File: config.mk
export PLATFORM = sky130hd
export DESIGN_NAME = epi_external_pin_interrupt_ctrl
export DESIGN_NICKNAME = d
export VERILOG_FILES = /design/src/hdl/epi_external_pin_interrupt_ctrl.v
export VERILOG_INCLUDE_DIRS = /design/src /design/src/hdl
export SDC_FILE = /design/constraint.sdc
export NUM_CORES = 1
export LEC_CHECK = 0
export BUFFER_PORTS_ARGS = -buffer_cell sky130_fd_sc_hd__buf_2
export CAP_MARGIN = 0
export CORE_AREA = 2 2 44 46
export DETAILED_ROUTE_END_ITERATION = 8
export DIE_AREA = 0 0 46 48
export HOLD_SLACK_MARGIN = 0.06
export PLACE_DENSITY = 0.83
export SLEW_MARGIN = 40
export SYNTH_ARGS = -nofsm -noshare
export SYNTH_HDL_FRONTEND = slang
export SYNTH_SLANG_ARGS = --single-unit
File: constraint.sdc
create_clock -name clk -period 1.5 [get_ports clk]
set_clock_uncertainty 0.15 [all_clocks]
set_input_delay 0.3 -clock clk [delete_from_list [all_inputs] [get_ports clk]]
set_output_delay 0.3 -clock clk [all_outputs]
set_load 0.05 [all_outputs]
File: src/hdl/epi_defines.vh
// Constants for the external pin interrupt controller
`ifndef EPI_DEFINES_VH
`define EPI_DEFINES_VH

// ----------------------------------------------------------------
// Register map
// ----------------------------------------------------------------
`define EPI_ADDR_W 8
`define EPI_ADDR_STATUS_CONTROL 8'h1e
`define EPI_ADDR_EVT_STATUS 8'h20
`define EPI_ADDR_EVT_MASK 8'h21

// ----------------------------------------------------------------
// Status and control field positions
// ----------------------------------------------------------------
`define EPI_BIT_MODE 0
`define EPI_BIT_MASK 1
`define EPI_BIT_ACK 2
`define EPI_BIT_PEND 3

// ----------------------------------------------------------------
// Event status field positions
// ----------------------------------------------------------------
`define EPI_EVT_LATCH 0
`define EPI_EVT_OVERRUN 1
`define EPI_EVT_W 2

// ----------------------------------------------------------------
// Reset values
// ----------------------------------------------------------------
`define EPI_RST_CTRL 1'b0
`define EPI_RST_BYTE 8'h00
`define EPI_RST_EVT 2'h0
`define EPI_RST_SYNC 3'h7

`endif

File: src/hdl/epi_external_pin_interrupt_ctrl.v
// External pin interrupt controller: pin latch, status/control register, event interrupt
`timescale 1ns/1ps
`include "epi_defines.vh"

// What this block does
// (RULE_01) Read-only pending flag reads 1 while a pin request is latched.
// (RULE_02) Writing 1 to the acknowledge bit clears the pin latch.
// (RULE_03) Acknowledge bit always reads 0; reset clears it.
// (RULE_04) Mask bit 1 suppresses the CPU request; reset clears it.
// (RULE_05) Trigger select 1: requests on falling edges and while pin is low.
// (RULE_06) Trigger select 0: falling edges only; reset clears it.
// (RULE_07) Status and control register lives at address 001E.
// (RULE_08) Latch set on qualifying event; request only while latched and unmasked.
module epi_external_pin_interrupt_ctrl (
    input wire clk,
    input wire resetn,
    input wire extIntPinN,
    input wire [7:0] regAddr,
    input wire [7:0] regWrData,
    input wire regWrEn,
    input wire regRdEn,
    output reg [7:0] regRdData,
    output reg cpuIrqReq,
    output reg evtIrq
);

    // ----------------------------------------------------------------
    // Pin synchroniser
    // ----------------------------------------------------------------
    reg [2:0] pinSync_q;
    reg pinState_q;

    // Three flops; a change counts once stages two and three agree
    always @(posedge clk or negedge resetn) begin
        if (!resetn) begin
            pinSync_q <= `EPI_RST_SYNC;
        end else begin
            pinSync_q <= {pinSync_q[1:0], extIntPinN};
        end
    end

    // Filtered pin level, held high (idle) from reset
    always @(posedge clk or negedge resetn) begin
        if (!resetn) begin
            pinState_q <= 1'b1;
        end else if (pinSync_q[1] == pinSync_q[2]) begin
            pinState_q <= pinSync_q[2];
        end
    end

    // ----------------------------------------------------------------
    // Control state
    // ----------------------------------------------------------------
    reg ext_int_request_mask_q;
    reg modeLevel_q;
    reg ext_int_pending_flag_q;
    reg [`EPI_EVT_W-1:0] evtStatus_q;
    reg [`EPI_EVT_W-1:0] evtMask_q;

    wire pinFilt;
    wire fallEdge;
    wire pinEvent;
    wire ctrlWr;
    wire ackWr;
    wire [`EPI_EVT_W-1:0] evtSet;

    // Address match helper, reused by read and write decoding
    function hit;
        input [7:0] addr;
        input [7:0] target;
        begin
            hit = (addr == target);
        end
    endfunction

    // Filtered level is the settled sync output; edge taken against held state
    assign pinFilt = (pinSync_q[1] == pinSync_q[2]) ? pinSync_q[2] : pinState_q;
    assign fallEdge = pinState_q & ~pinFilt; // [RULE_06]
    // Level mode also keeps requesting while the pin stays low
    assign pinEvent = fallEdge | (modeLevel_q & ~pinFilt); // [RULE_05]
    assign ctrlWr = regWrEn & hit(regAddr, `EPI_ADDR_STATUS_CONTROL); // [RULE_07]
    assign ackWr = ctrlWr & regWrData[`EPI_BIT_ACK];

    // Events for the sticky status: latch set, and a request while already pending
    assign evtSet[`EPI_EVT_LATCH] = pinEvent & ~ext_int_pending_flag_q;
    assign evtSet[`EPI_EVT_OVERRUN] = pinEvent & ext_int_pending_flag_q & ~ackWr;

    // Mask and trigger select, software owned
    always @(posedge clk or negedge resetn) begin
        if (!resetn) begin
            ext_int_request_mask_q <= `EPI_RST_CTRL; // [RULE_04]
            modeLevel_q <= `EPI_RST_CTRL; // [RULE_06]
        end else if (ctrlWr) begin
            ext_int_request_mask_q <= regWrData[`EPI_BIT_MASK]; // [RULE_04]
            modeLevel_q <= regWrData[`EPI_BIT_MODE]; // [RULE_05]
        end
    end

    // Pin latch; a new event in the ack cycle wins so nothing is lost.
    // In level mode a held-low pin keeps the latch set through an ack.
    always @(posedge clk or negedge resetn) begin
        if (!resetn) begin
            ext_int_pending_flag_q <= 1'b0;
        end else if (pinEvent) begin
            ext_int_pending_flag_q <= 1'b1; // [RULE_08]
        end else if (ackWr) begin
            ext_int_pending_flag_q <= 1'b0; // [RULE_02]
        end
    end

    // ----------------------------------------------------------------
    // Sticky event status and mask
    // ----------------------------------------------------------------
    genvar gi;
    generate
        for (gi = 0; gi < `EPI_EVT_W; gi = gi + 1) begin : gEvt
            // Set beats write-one-to-clear in the same cycle
            always @(posedge clk or negedge resetn) begin
                if (!resetn) begin
                    evtStatus_q[gi] <= 1'b0;
                end else if (evtSet[gi]) begin
                    evtStatus_q[gi] <= 1'b1;
                end else if (regWrEn && hit(regAddr, `EPI_ADDR_EVT_STATUS) &&
                        regWrData[gi]) begin
                    evtStatus_q[gi] <= 1'b0;
                end
            end
        end
    endgenerate

    // Event mask: 1 lets the status bit reach the event interrupt
    always @(posedge clk or negedge resetn) begin
        if (!resetn) begin
            evtMask_q <= `EPI_RST_EVT;
        end else if (regWrEn && hit(regAddr, `EPI_ADDR_EVT_MASK)) begin
            evtMask_q <= regWrData[`EPI_EVT_W-1:0];
        end
    end

    // ----------------------------------------------------------------
    // Outputs and read port
    // ----------------------------------------------------------------
    reg [7:0] rdMux;

    // Read mux; unmapped addresses and reserved bits read zero
    always @* begin
        rdMux = `EPI_RST_BYTE;
        if (hit(regAddr, `EPI_ADDR_STATUS_CONTROL)) begin
            rdMux[`EPI_BIT_PEND] = ext_int_pending_flag_q; // [RULE_01]
            rdMux[`EPI_BIT_ACK] = 1'b0; // [RULE_03]
            rdMux[`EPI_BIT_MASK] = ext_int_request_mask_q;
            rdMux[`EPI_BIT_MODE] = modeLevel_q;
        end else if (hit(regAddr, `EPI_ADDR_EVT_STATUS)) begin
            rdMux[`EPI_EVT_W-1:0] = evtStatus_q;
        end else if (hit(regAddr, `EPI_ADDR_EVT_MASK)) begin
            rdMux[`EPI_EVT_W-1:0] = evtMask_q;
        end
    end

    // Read data stands only in the cycle after the strobe
    always @(posedge clk or negedge resetn) begin
        if (!resetn) begin
            regRdData <= `EPI_RST_BYTE;
        end else if (regRdEn) begin
            regRdData <= rdMux;
        end else begin
            regRdData <= `EPI_RST_BYTE;
        end
    end

    // Registered outputs; one cycle behind the state that drives them
    always @(posedge clk or negedge resetn) begin
        if (!resetn) begin
            cpuIrqReq <= 1'b0;
            evtIrq <= 1'b0;
        end else begin
            cpuIrqReq <= ext_int_pending_flag_q & ~ext_int_request_mask_q; // [RULE_04] [RULE_08]
            evtIrq <= |(evtStatus_q & evtMask_q);
        end
    end

endmodule
# Word-level counts from Yosys, hierarchy flattened
# Cells that the tools add are included.
# classes
reduce_logical	8
muxes	12
n_bitwise	14
n_eq_ne	4
# ops
cell	count
$eq 8x6->1 const B	2
$and 1x1->1	8
$eq 8x5->1 const B	1
$mux 2	4
$mux 1	7
$reduce_bool 2->1	3
$logic_and 1x1->1	4
$mux 4	1
$not 1->1	4
$and 2x2->2	1
$reduce_or 2->1	1
$eq 1x1->1	1
$or 1x1->1	1
# word_totals
wordCells	49
reg_bits	21
out_inout_bits	10

# Depth between registers and ports, before layout
# Gate-level depths: netlist (run 1).
# depth
depth_word	8
depth_mapped	3
mapped_depth_nobuf	3

# Worst setup path before layout (run 1)
# OpenSTA, ideal clock, no wires.
# synth_timing
kind	input port to flip-flop
start	input port regAddr[7]
end	register evtMask_q[0]
path_stages	3
path_buffers	0
arrival_ns	1.103
required_time_ns	1.223
setup_slack_ns	0.120
path_cell_list	nor4_4 -> nand4_2 -> mux2_1
# synth_via
elab_chain_len	2
# synth_rtl
item	line_no	source
start: declaration	epi_external_pin_interrupt_ctrl.v:18	input wire [7:0] regAddr,
$eq 8x6->1	epi_external_pin_interrupt_ctrl.v:72	hit = (addr == target);
$logic_and 1x1->1	epi_external_pin_interrupt_ctrl.v:135	end else if (regWrEn && hit(regAddr, `EPI_ADDR_EVT_MASK)) begin
end signal: assignment	epi_external_pin_interrupt_ctrl.v:134	evtMask_q <= `EPI_RST_EVT;
end signal: assignment	epi_external_pin_interrupt_ctrl.v:136	evtMask_q <= regWrData[`EPI_EVT_W-1:0];
end: declaration	epi_external_pin_interrupt_ctrl.v:58	reg [`EPI_EVT_W-1:0] evtMask_q;
# No other way between the ends.
# A chain may end at the register's enable or synchronous reset.

# Final worst setup path (run 1)
# layout_timing
start	register regRdData[1]
end	output port regRdData[1]
# layout_rtl
item	line_no	source
start: declaration	epi_external_pin_interrupt_ctrl.v:22	output reg [7:0] regRdData,
start signal: assignment	epi_external_pin_interrupt_ctrl.v:163	regRdData <= `EPI_RST_BYTE;
start signal: assignment	epi_external_pin_interrupt_ctrl.v:165	regRdData <= rdMux;
start signal: assignment	epi_external_pin_interrupt_ctrl.v:167	regRdData <= `EPI_RST_BYTE;
# No word-level cell between the ends.

==> results of run 1 <==
## worst paths after layout
kind	startpoint	end	slack, ns	cells after the start
setup / recovery	regRdData[1]$_DFF_PN0_	regRdData[1]	0.17	1
hold / removal	regWrData[0]	evtMask_q[0]$_DFFE_PN0P_	0.12	2
setup reg to reg	pinSync_q[1]$_DFF_PN1_	evtStatus_q[0]$_DFFE_PN0P_	0.22	3
hold reg to reg	pinSync_q[0]$_DFF_PN1_	pinSync_q[1]$_DFF_PN1_	0.21	0
max in group asynchronous	resetn	pinSync_q[0]$_DFF_PN1_	0.60	2
min in group asynchronous	resetn	regRdData[0]$_DFF_PN0_	0.28	2
## Yosys cell counts (all sizes together), types with 2 or more instances
cell type,n
dfrtp,12
mux2,6
nand3,6
buf,5
dfstp,4
a21boi,2
inv,2
nand2,2
nand4,2
nor3b,2
o2bb2ai,2
## cell type report
| class | instances | area share (%) |
|---|---|---|
| Timing Repair Buffer | 27 | 16.8 |
| Clock buffer | 4 | 3.86 |
| Sequential cell | 16 | 43.1 |
| Tap cell | 17 | 2.26 |
| Inverter | 2 | 0.798 |
| Multi-Input combinational cell | 38 | 33.2 |
## timing repair
action	CTS	global route
setup endpoints to repair	0	0
hold endpoints to repair	17	0
gates resized for setup	0	0
hold buffers	2	0
## layer usage
metal / up-vias / share of wire (%) / global-route usage (%)
met2: 29 / 54 / 28.6
met4: 0 / 1.3 / 11.4
met1: 270 / 39 / 17.9
li1: 261 / - / -
met5: - / 0 / 0
met3: 2 / 5.9 / 3.40
## report_power, final
part	leakage, nW	switching (mW)	internal, mW	total (mW)
sequential	0.188	0.0126	0.454	0.467
combinational	0.264	0.0855	0.0483	0.134
clock	0.0210	0.134	0.148	0.282
total	0.473	0.232	0.650	0.883
## registers in the layout, summed over array words and instances, names as in the netlist
signal                  count
pinSync_q                   3
regRdData                   3
evtMask_q                   2
evtStatus_q                 2
cpuIrqReq                   1
evtIrq                      1
ext_int_pending_flag_q      1
ext_int_request_mask_q      1
modeLevel_q                 1
pinState_q                  1
## cells by family (layout without fill, tap and decap cells)
| logic type | count (synthesis) | count (layout) |
|---|---|---|
| AOI/OAI and AO/OA | 7 | 7 |
| adders and majority gates | 1 | 1 |
| buffers and inverters | 7 | 33 |
| DFF | 16 | 16 |
| muxes | 6 | 6 |
| other | 1 | 5 |
| and+or+nand+nor | 19 | 19 |
## through the flow
step	cells	TNS (ns)	total power [mW]
after global routing	104	0	0.917
after global placement	98	-0.0130	0.598
after detailed placement	98	-0.0705	0.605
after CTS	104	0	0.896
after floorplan	61	0	0.555
final	104	0	0.883
==> results by group, run 1 <==
Critical path
  • Critical path, cell by cell: buf_2
  • Worst Path Arrival: 0.88 ns
  • CP startpoint kind: register
  • CP max FO: 1
  • Worst path slowest cell: dfrtp_1
  • CP top delay family: flip-flops
  • Req. time, crit path: 1.05 ns
  • CP bufs+invs: 1
  • CP Capture Type: primary output
  • Crit Path Category: register to primary output
  • CP max stage delay: 0.34 ns

Power
  • Leak Pwr: 0.473 nW
  • Maximum vdd drop: 0.540 mV
  • Power density over cell area: 938 nW/µm²

Floorplan
  • Die Ht: 48 µm
  • Top-Level Pins: 31
  • Die area: 2210 µm²
  • Die W: 46 µm
  • FP Rows: 15
  • CORE AREA: 1690 µm²
  • Initial Util: 44.3%

Timing
  • Final WS setup: 0.171 ns
  • Min Hold Slack: 0.115 ns
  • Setup-failing EPs final: 0
  • Fmax: 752 MHz
  • Fin. Hold Viols: 0
  • Max Slew Vio Count: 0
  • RSZ-0062 raised after global routing: false
  • Period utilization: 88.6%
  • Min Clock Period, post-route: 1.33 ns

GRT
  • Gr usage total: 16.5%
  • Residual overflow from global routing: 0
  • First-pass GRT wire length: 2420 µm
  • Initial antenna violation count: 0
  • Vias in the first global route: 537
  • Pin count of the biggest net entering global routing: 17

Detailed routing
  • Via count: 562
  • Routed wire length per instance: 14.8 µm
  • Drt drc: 0
  • Post-route antenna net violation count: 0
  • DRT Wirelength: 1530 µm
  • Vias per inst: 5.40
  • DRT iter0 DRCs: 7
  • First-pass iteration count of the detailed router: 4

Cells and area
  • Filler cells: 151
  • Area delta synth->final: 25.8%
  • Post-route cell area: 941 µm²
  • Multi-input logic area: 313 µm²
  • Most frequent cells in the layout: buf_2 (20), dfrtp_1 (12), nand3_1 (6)
  • Nets@finish: 109
  • Commonest non-fill, non-tap cell in the layout: buf_2
  • Diodes inserted: 0
  • Final Util: 55.7%
  • Share of layout cells above drive strength 1: 46.0%
  • Register area: 405 µm²

Placement
  • Dpl hpwl: 1200 µm
  • Dpl ws: -0.0282 ns
  • PortBufs: 20
  • Routability Congestion: 0.804
  • Placed inst area: 885 µm²

Logic synthesis
  • Ys flop type: dfrtp_1
  • Dominant cell type by area after synthesis: dfrtp_1
  • FF+latch count, synth: 16
  • Synth Area in Adders: 1.34%
  • EDFF count, synth: 0
  • Yosys cell types: 26
  • Top-area cell type share of the netlist area: 40.1%
  • Top area cells in the synthesized netlist: dfrtp_1 (40%), dfstp_2 (14%), buf_4 (5.0%), mux2_1 (4.5%), mux2_2 (4.5%)
  • Compound-gate portion of the synthesized area: 7.69%
  • Main combinational cell family by area after synthesis: simple AND/OR/NAND/NOR gates
  • Post-synth ARST share: 100%
  • Simple-Gate Fraction of Synth Area: 21.2%
  • Mapped Area: 748 µm²
  • Sequential share of the synthesized area: 54.2%
  • Xor/xnor share of the synthesized area: 0%
  • Mux contribution to synthesized area: 9.03%
  • YS warnings: 0
  • Synthesized instance count: 57
  • Mapped Avg Cell Area: 13.1 µm²

Clocking
  • Postcts setup bufs: 0
  • Clk root buf: clkbuf_4
  • CTS tree: built
  • Total clock sinks: 16
  • CTS buffer count: 3
  • CTS Buffer Depth: 2
  • Clock Latency Late Sink: 0.29 ns
  • Reg clk slew, reported paths: 0.10 ns
  • H-Tree Depth: 1

Job
  • Max-cap violations: 0

Min path
  • Min-delay worst type: primary input to register

Status
  • Outcome: complete, no violations
No activity file was read; power rests on OpenSTA's default activity.
==> run 2, diff against run 1 <==
--- a/config.mk
+++ b/config.mk
@@ -13,6 +13,7 @@
 export DIE_AREA = 0 0 46 48
 export HOLD_SLACK_MARGIN = 0.06
 export PLACE_DENSITY = 0.83
+export REMOVE_ABC_BUFFERS = 1
 export SLEW_MARGIN = 40
 export SYNTH_ARGS = -nofsm -noshare
 export SYNTH_HDL_FRONTEND = slang
==> run 2 against run 1 <==
Critical path depth unchanged; first-iteration DRC count decreased by 29%; clock power decreased by 2%.
==> results by group, run 2 (synthesized netlist as in run 1, its figures left out) <==
Job
  • Max-cap violations: 0

Floorplan
  • Die area: 2210 µm²
  • Top-Level Pins: 31
  • CORE AREA: 1690 µm²
  • Initial Util: 44.3%
  • Die Ht: 48 µm
  • Die W: 46 µm
  • FP Rows: 15

Critical path
  • Reg2reg end: evtStatus_q[0]$_DFFE_PN0P_
  • CP max stage delay: 0.34 ns
  • Critical path, cell by cell: buf_2
  • Worst path slowest cell: dfrtp_1
  • CP max FO: 1
  • Reg2reg start: pinSync_q[2]$_DFF_PN1_
  • CP startpoint kind: register
  • Worst Path Arrival: 0.88 ns
  • CP Capture Type: primary output
  • Worst r2r path cells: 3
  • Crit Path Category: register to primary output
  • CP bufs+invs: 1
  • Req. time, crit path: 1.05 ns
  • CP top delay family: flip-flops
  • FF-to-FF setup slack: 0.22 ns

Clocking
  • Cts hold-fix bufs: 2
  • Clock Latency Late Sink: 0.29 ns
  • Reg clk slew, reported paths: 0.09 ns
  • Post-cts sizing count: 0
  • H-Tree Depth: 1
  • Clk root buf: clkbuf_4
  • Postcts setup bufs: 0
  • CTS buffer count: 3
  • CTS Buffer Depth: 2
  • Total clock sinks: 16
  • CTS tree: built

GRT
  • Residual overflow from global routing: 0
  • Pin count of the biggest net entering global routing: 17
  • First-pass GRT wire length: 2240 µm
  • Vias in the first global route: 536
  • Initial antenna violation count: 0
  • Gr usage total: 14.8%

Detailed routing
  • Vias per inst: 5.38
  • DRT iter0 DRCs: 5
  • First-pass iteration count of the detailed router: 2
  • Routed wire length per instance: 13.3 µm
  • Via count: 559
  • Post-route antenna net violation count: 0
  • DRT Wirelength: 1380 µm
  • Drt drc: 0

Placement
  • PortBufs: 20
  • Routability Congestion: 0.797
  • Placed inst area: 885 µm²
  • Placed cells: 98
  • Dpl ws: -0.0337 ns
  • Dpl hpwl: 1120 µm

Cells and area
  • Diodes inserted: 0
  • Top flop regs: pinSync_q (3), regRdData (3)
  • Post-route cell area: 941 µm²
  • Share of layout cells above drive strength 1: 46.0%
  • Final non-filler cell total: 104
  • Filler cells: 146
  • Most frequent cells in the layout: buf_2 (20), dfrtp_1 (12), nand3_1 (6)
  • Area delta synth->final: 25.8%
  • Nets@finish: 109
  • Commonest non-fill, non-tap cell in the layout: buf_2

Power
  • Maximum vdd drop: 0.544 mV
  • Power density over cell area: 928 nW/µm²
  • Switching share of power: 25.5%
  • Seq pwr share: 53.3%
  • Leak Pwr: 0.473 nW
  • Cell-internal power: 0.650 mW
  • Clock Power Share: 31.5%
  • Logic pwr share: 15.2%
  • Switch Pwr: 0.223 mW

Timing
  • Final WS setup: 0.170 ns
  • RSZ-0062 raised after global routing: false
  • Fmax: 752 MHz
  • Setup TNS: 0 ns
  • Max Slew Vio Count: 0
  • Min Clock Period, post-route: 1.33 ns
  • Setup-failing EPs final: 0
  • Fin. Hold Viols: 0
  • Period utilization: 88.7%

Status
  • Outcome: complete, no violations

Min path
  • Min-delay worst type: primary input to register
  • WHS Path Cells: 2
  • HP Start: regWrData[1]
  • WHS Endpoint: ext_int_request_mask_q$_DFFE_PN0P_
run 2: power by group through the flow:
stage	logic (mW)	registers, mW	clock network [mW]
finish	0.133	0.465	0.275
global placement	0.126	0.472	0
global route	0.144	0.469	0.300
floorplan	0.0594	0.485	0
detailed placement	0.129	0.474	0
CTS	0.134	0.465	0.280
run 2: worst max-delay path by stage:
stage                                       from                        to  slack (ns)  cells past startpoint
after floorplan                       regAddr[7]  evtMask_q[0]$_DFFE_PN0P_        0.12                      3
after global placement                regAddr[7]  evtMask_q[1]$_DFFE_PN0P_       -0.01                      4
after detailed placement              regAddr[7]  evtMask_q[1]$_DFFE_PN0P_       -0.03                      4
after CTS                 regRdData[3]$_DFF_PN0_              regRdData[3]        0.16                      1
after global routing      regRdData[3]$_DFF_PN0_              regRdData[3]        0.12                      1
final                     regRdData[3]$_DFF_PN0_              regRdData[3]        0.17                      1
run 2: area by class of cell:
type | count | area [µm²] | area share, %
clock buffer | 4 | 36.3 | 3.86
inverter | 2 | 7.51 | 0.798
multi-input combinational | 38 | 313 | 33.2
sequential | 16 | 405 | 43.1
tap | 17 | 21.3 | 2.26
timing repair buffer | 27 | 158 | 16.8
run 2: metal layers:
layer,wire (µm),vias up,track usage [%]
met2,739,20,26.7
met3,81,2,6.04
met4,16,0,5.14
met1,542,277,15.7
li1,-,260,-
met5,0,-,0
run 2: through the flow:
step	power, mW	utilization [%]	hold WS, ns
finish	0.873	55.7	0.100
global route	0.912	55.7	0.0934
floorplan	0.545	-	-0.146
global placement	0.598	52.4	0.0691
detailed placement	0.603	52.4	0.0702
CTS	0.879	55.7	0.0992
==> run 3, diff against run 2 <==
--- a/config.mk
+++ b/config.mk
@@ -6,13 +6,14 @@
 export SDC_FILE = /design/constraint.sdc
 export NUM_CORES = 1
 export LEC_CHECK = 0
+export ABC_AREA = 1
 export BUFFER_PORTS_ARGS = -buffer_cell sky130_fd_sc_hd__buf_2
 export CAP_MARGIN = 0
-export CORE_AREA = 2 2 44 46
+export CORE_AREA = 2 2 45 47
 export DETAILED_ROUTE_END_ITERATION = 8
-export DIE_AREA = 0 0 46 48
+export DIE_AREA = 0 0 47 49
 export HOLD_SLACK_MARGIN = 0.06
-export PLACE_DENSITY = 0.83
+export PLACE_DENSITY = 0.85
 export REMOVE_ABC_BUFFERS = 1
 export SLEW_MARGIN = 40
 export SYNTH_ARGS = -nofsm -noshare
==> run 3 against run 2 <==
Maximum frequency rose by 1.1%; largest cell class unchanged; synthesized area rose by 9.9%; clock-buffer cell count did not move; register-to-register slack barely moved; via count rose by 20%; critical path depth did not move; critical path type unchanged; hold slack got worse by 0.0094 ns; sequential share of layout area fell by 1.7 points; total power fell by 5.3%.
==> results by group, run 3 <==
Status
  • Outcome: complete, no violations

Cells and area
  • Top flop regs: pinSync_q (3), regRdData (3)
  • Nets@finish: 147
  • Share of layout cells above drive strength 1: 31.2%
  • Area delta synth->final: 19.2%
  • Most frequent cells in the layout: nand2_1 (27), buf_2 (20), inv_1 (14)
  • Final Util: 53.2%
  • Commonest non-fill, non-tap cell in the layout: nand2_1
  • Final non-filler cell total: 152
  • Post-route cell area: 980 µm²
  • Diodes inserted: 0

Critical path
  • Crit Path Category: register to primary output
  • CP max FO: 1
  • CP top delay family: flip-flops
  • CP startpoint kind: register
  • Req. time, crit path: 1.05 ns
  • Worst Path Arrival: 0.87 ns
  • Worst path slowest cell: dfrtp_1
  • CP bufs+invs: 1
  • CP Capture Type: primary output
  • CP max stage delay: 0.33 ns
  • Critical path, cell by cell: buf_2

Timing
  • Period utilization: 87.7%
  • Fin. Hold Viols: 0
  • Max Slew Vio Count: 0
  • RSZ-0062 raised after global routing: false
  • Min Clock Period, post-route: 1.32 ns
  • Final WS setup: 0.184 ns
  • Setup-failing EPs final: 0
  • Fmax: 760 MHz
  • Setup TNS: 0 ns

Detailed routing
  • Post-route antenna net violation count: 0
  • First-pass iteration count of the detailed router: 4
  • Routed wire length per instance: 9.15 µm
  • Via count: 672
  • Vias per inst: 4.42
  • DRT Wirelength: 1390 µm
  • Drt drc: 0
  • DRT iter0 DRCs: 9

Clocking
  • Total clock sinks: 16
  • Post-cts sizing count: 0
  • Reg clk slew, reported paths: 0.09 ns
  • CTS tree: built
  • CTS buffer count: 3
  • H-Tree Depth: 1
  • Postcts setup bufs: 0
  • Clk root buf: clkbuf_4
  • Cts hold-fix bufs: 2
  • Clock Latency Late Sink: 0.28 ns
  • CTS Buffer Depth: 2

Floorplan
  • Die area: 2300 µm²
  • Top-Level Pins: 31
  • FP Rows: 16
  • Initial Util: 44.6%
  • Die W: 47 µm
  • CORE AREA: 1840 µm²
  • Die Ht: 49 µm

Logic synthesis
  • Synthesized instance count: 100
  • Top area cells in the synthesized netlist: dfrtp_1 (37%), dfstp_2 (13%), nand2_1 (12%), nand3_1 (7.9%), inv_1 (6.4%)
  • Post-synth ARST share: 100%
  • Synth top cells by count: nand2_1 (27), inv_1 (14), nand3_1 (13)
  • FF+latch count, synth: 16
  • Ys flop type: dfrtp_1
  • Sequential share of the synthesized area: 49.3%
  • Dominant cell type by area after synthesis: dfrtp_1
  • Mapped Avg Cell Area: 8.22 µm²
  • Yosys cell types: 18
  • EDFF count, synth: 0
  • Most frequent cell after synthesis: nand2_1
  • YS warnings: 0
  • Mapped Area: 822 µm²
  • Top-area cell type share of the netlist area: 36.5%

Placement
  • Dpl hpwl: 1150 µm
  • Placed inst area: 933 µm²
  • PortBufs: 20
  • Dpl ws: 0.166 ns
  • Placed cells: 146
  • Routability Congestion: 0.716

GRT
  • Vias in the first global route: 621
  • Residual overflow from global routing: 0
  • Initial antenna violation count: 0
  • Gr usage total: 14.2%
  • Pin count of the biggest net entering global routing: 17
  • First-pass GRT wire length: 2370 µm

Power
  • Seq pwr share: 56.0%
  • Power density over cell area: 844 nW/µm²
  • Clock Power Share: 27.6%
  • Logic pwr share: 16.3%
  • Switching share of power: 27.9%
  • Maximum vdd drop: 0.404 mV
  • Cell-internal power: 0.596 mW
  • Switch Pwr: 0.231 mW
  • Leak Pwr: 0.551 nW

Job
  • Max-cap violations: 0

Min path
  • Min-delay worst type: primary input to register
run 3: changes by cell type after synthesis, moves of 4 or more:
cell and change:
nor2_1 +5, nand3_1 +7, inv_1 +12, nand2_1 +25, nand2_2 +4
run 3: power groups by stage:
stage / clock [mW] / sequential (mW) / combinational, mW
after CTS: 0.235 / 0.464 / 0.136
after global routing: 0.254 / 0.466 / 0.150
after detailed placement: 0 / 0.472 / 0.132
after global placement: 0 / 0.471 / 0.128
after floorplan: 0 / 0.483 / 0.0724
final: 0.229 / 0.463 / 0.135
run 3: final cells by class:
type,instances,area (µm²)
fillers,190,862
flip-flops and latches,16,405
multi-input cells,68,338
repair buffers,22,120
inverters,15,56.3
well taps,27,33.8
clock buffers,4,26.3
run 3: layer usage:
layer  routed length, µm  GRT usage [%]  share of wire [%]  vias to the layer above
li1                    -              -                  -                      347
met1                 563           16.4                 40                      305
met2                 732           23.5                 53                       16
met3                  71           4.81                5.1                        4
met4                  23           5.09                1.7                        0
met5                   0              0                  0                        -
run 3: cells by family after synthesis:
kind of cell	count (synthesis)	share of synthesized area [%]
buf+inv	20	11.4
flops	16	49.3
compound gates	4	2.89
simple gates	59	35.9
other cells	1	0.456
run 3: worst paths after layout:
kind	start	endpoint	cells past startpoint	slack, ns
hold reg to reg	pinSync_q[0]$_DFF_PN1_	pinSync_q[1]$_DFF_PN1_	0	0.21
max in group asynchronous	resetn	pinSync_q[0]$_DFF_PN1_	2	0.60
hold / removal	regRdEn	regRdData[0]$_DFF_PN0_	3	0.09
setup reg to reg	pinState_q$_DFF_PN1_	evtStatus_q[1]$_DFFE_PN0P_	7	0.23
min in group asynchronous	resetn	evtStatus_q[0]$_DFFE_PN0P_	2	0.29
setup / recovery	regRdData[0]$_DFF_PN0_	regRdData[0]	1	0.18
run 3: per-stage QoR:
step,total power [mW],hold slack [ns]
detailed placement,0.603,0.0743
CTS,0.834,0.0933
finish,0.827,0.0907
floorplan,0.556,-0.146
global placement,0.599,0.0632
global route,0.869,0.101
run 3: worst reg2reg max path: cells and delay by family, from the launching register on:
family	cells	cell delay, ns
and+or+nand+nor	6	0.34
DFF	1	0.54
AOI/OAI and AO/OA	1	0.13
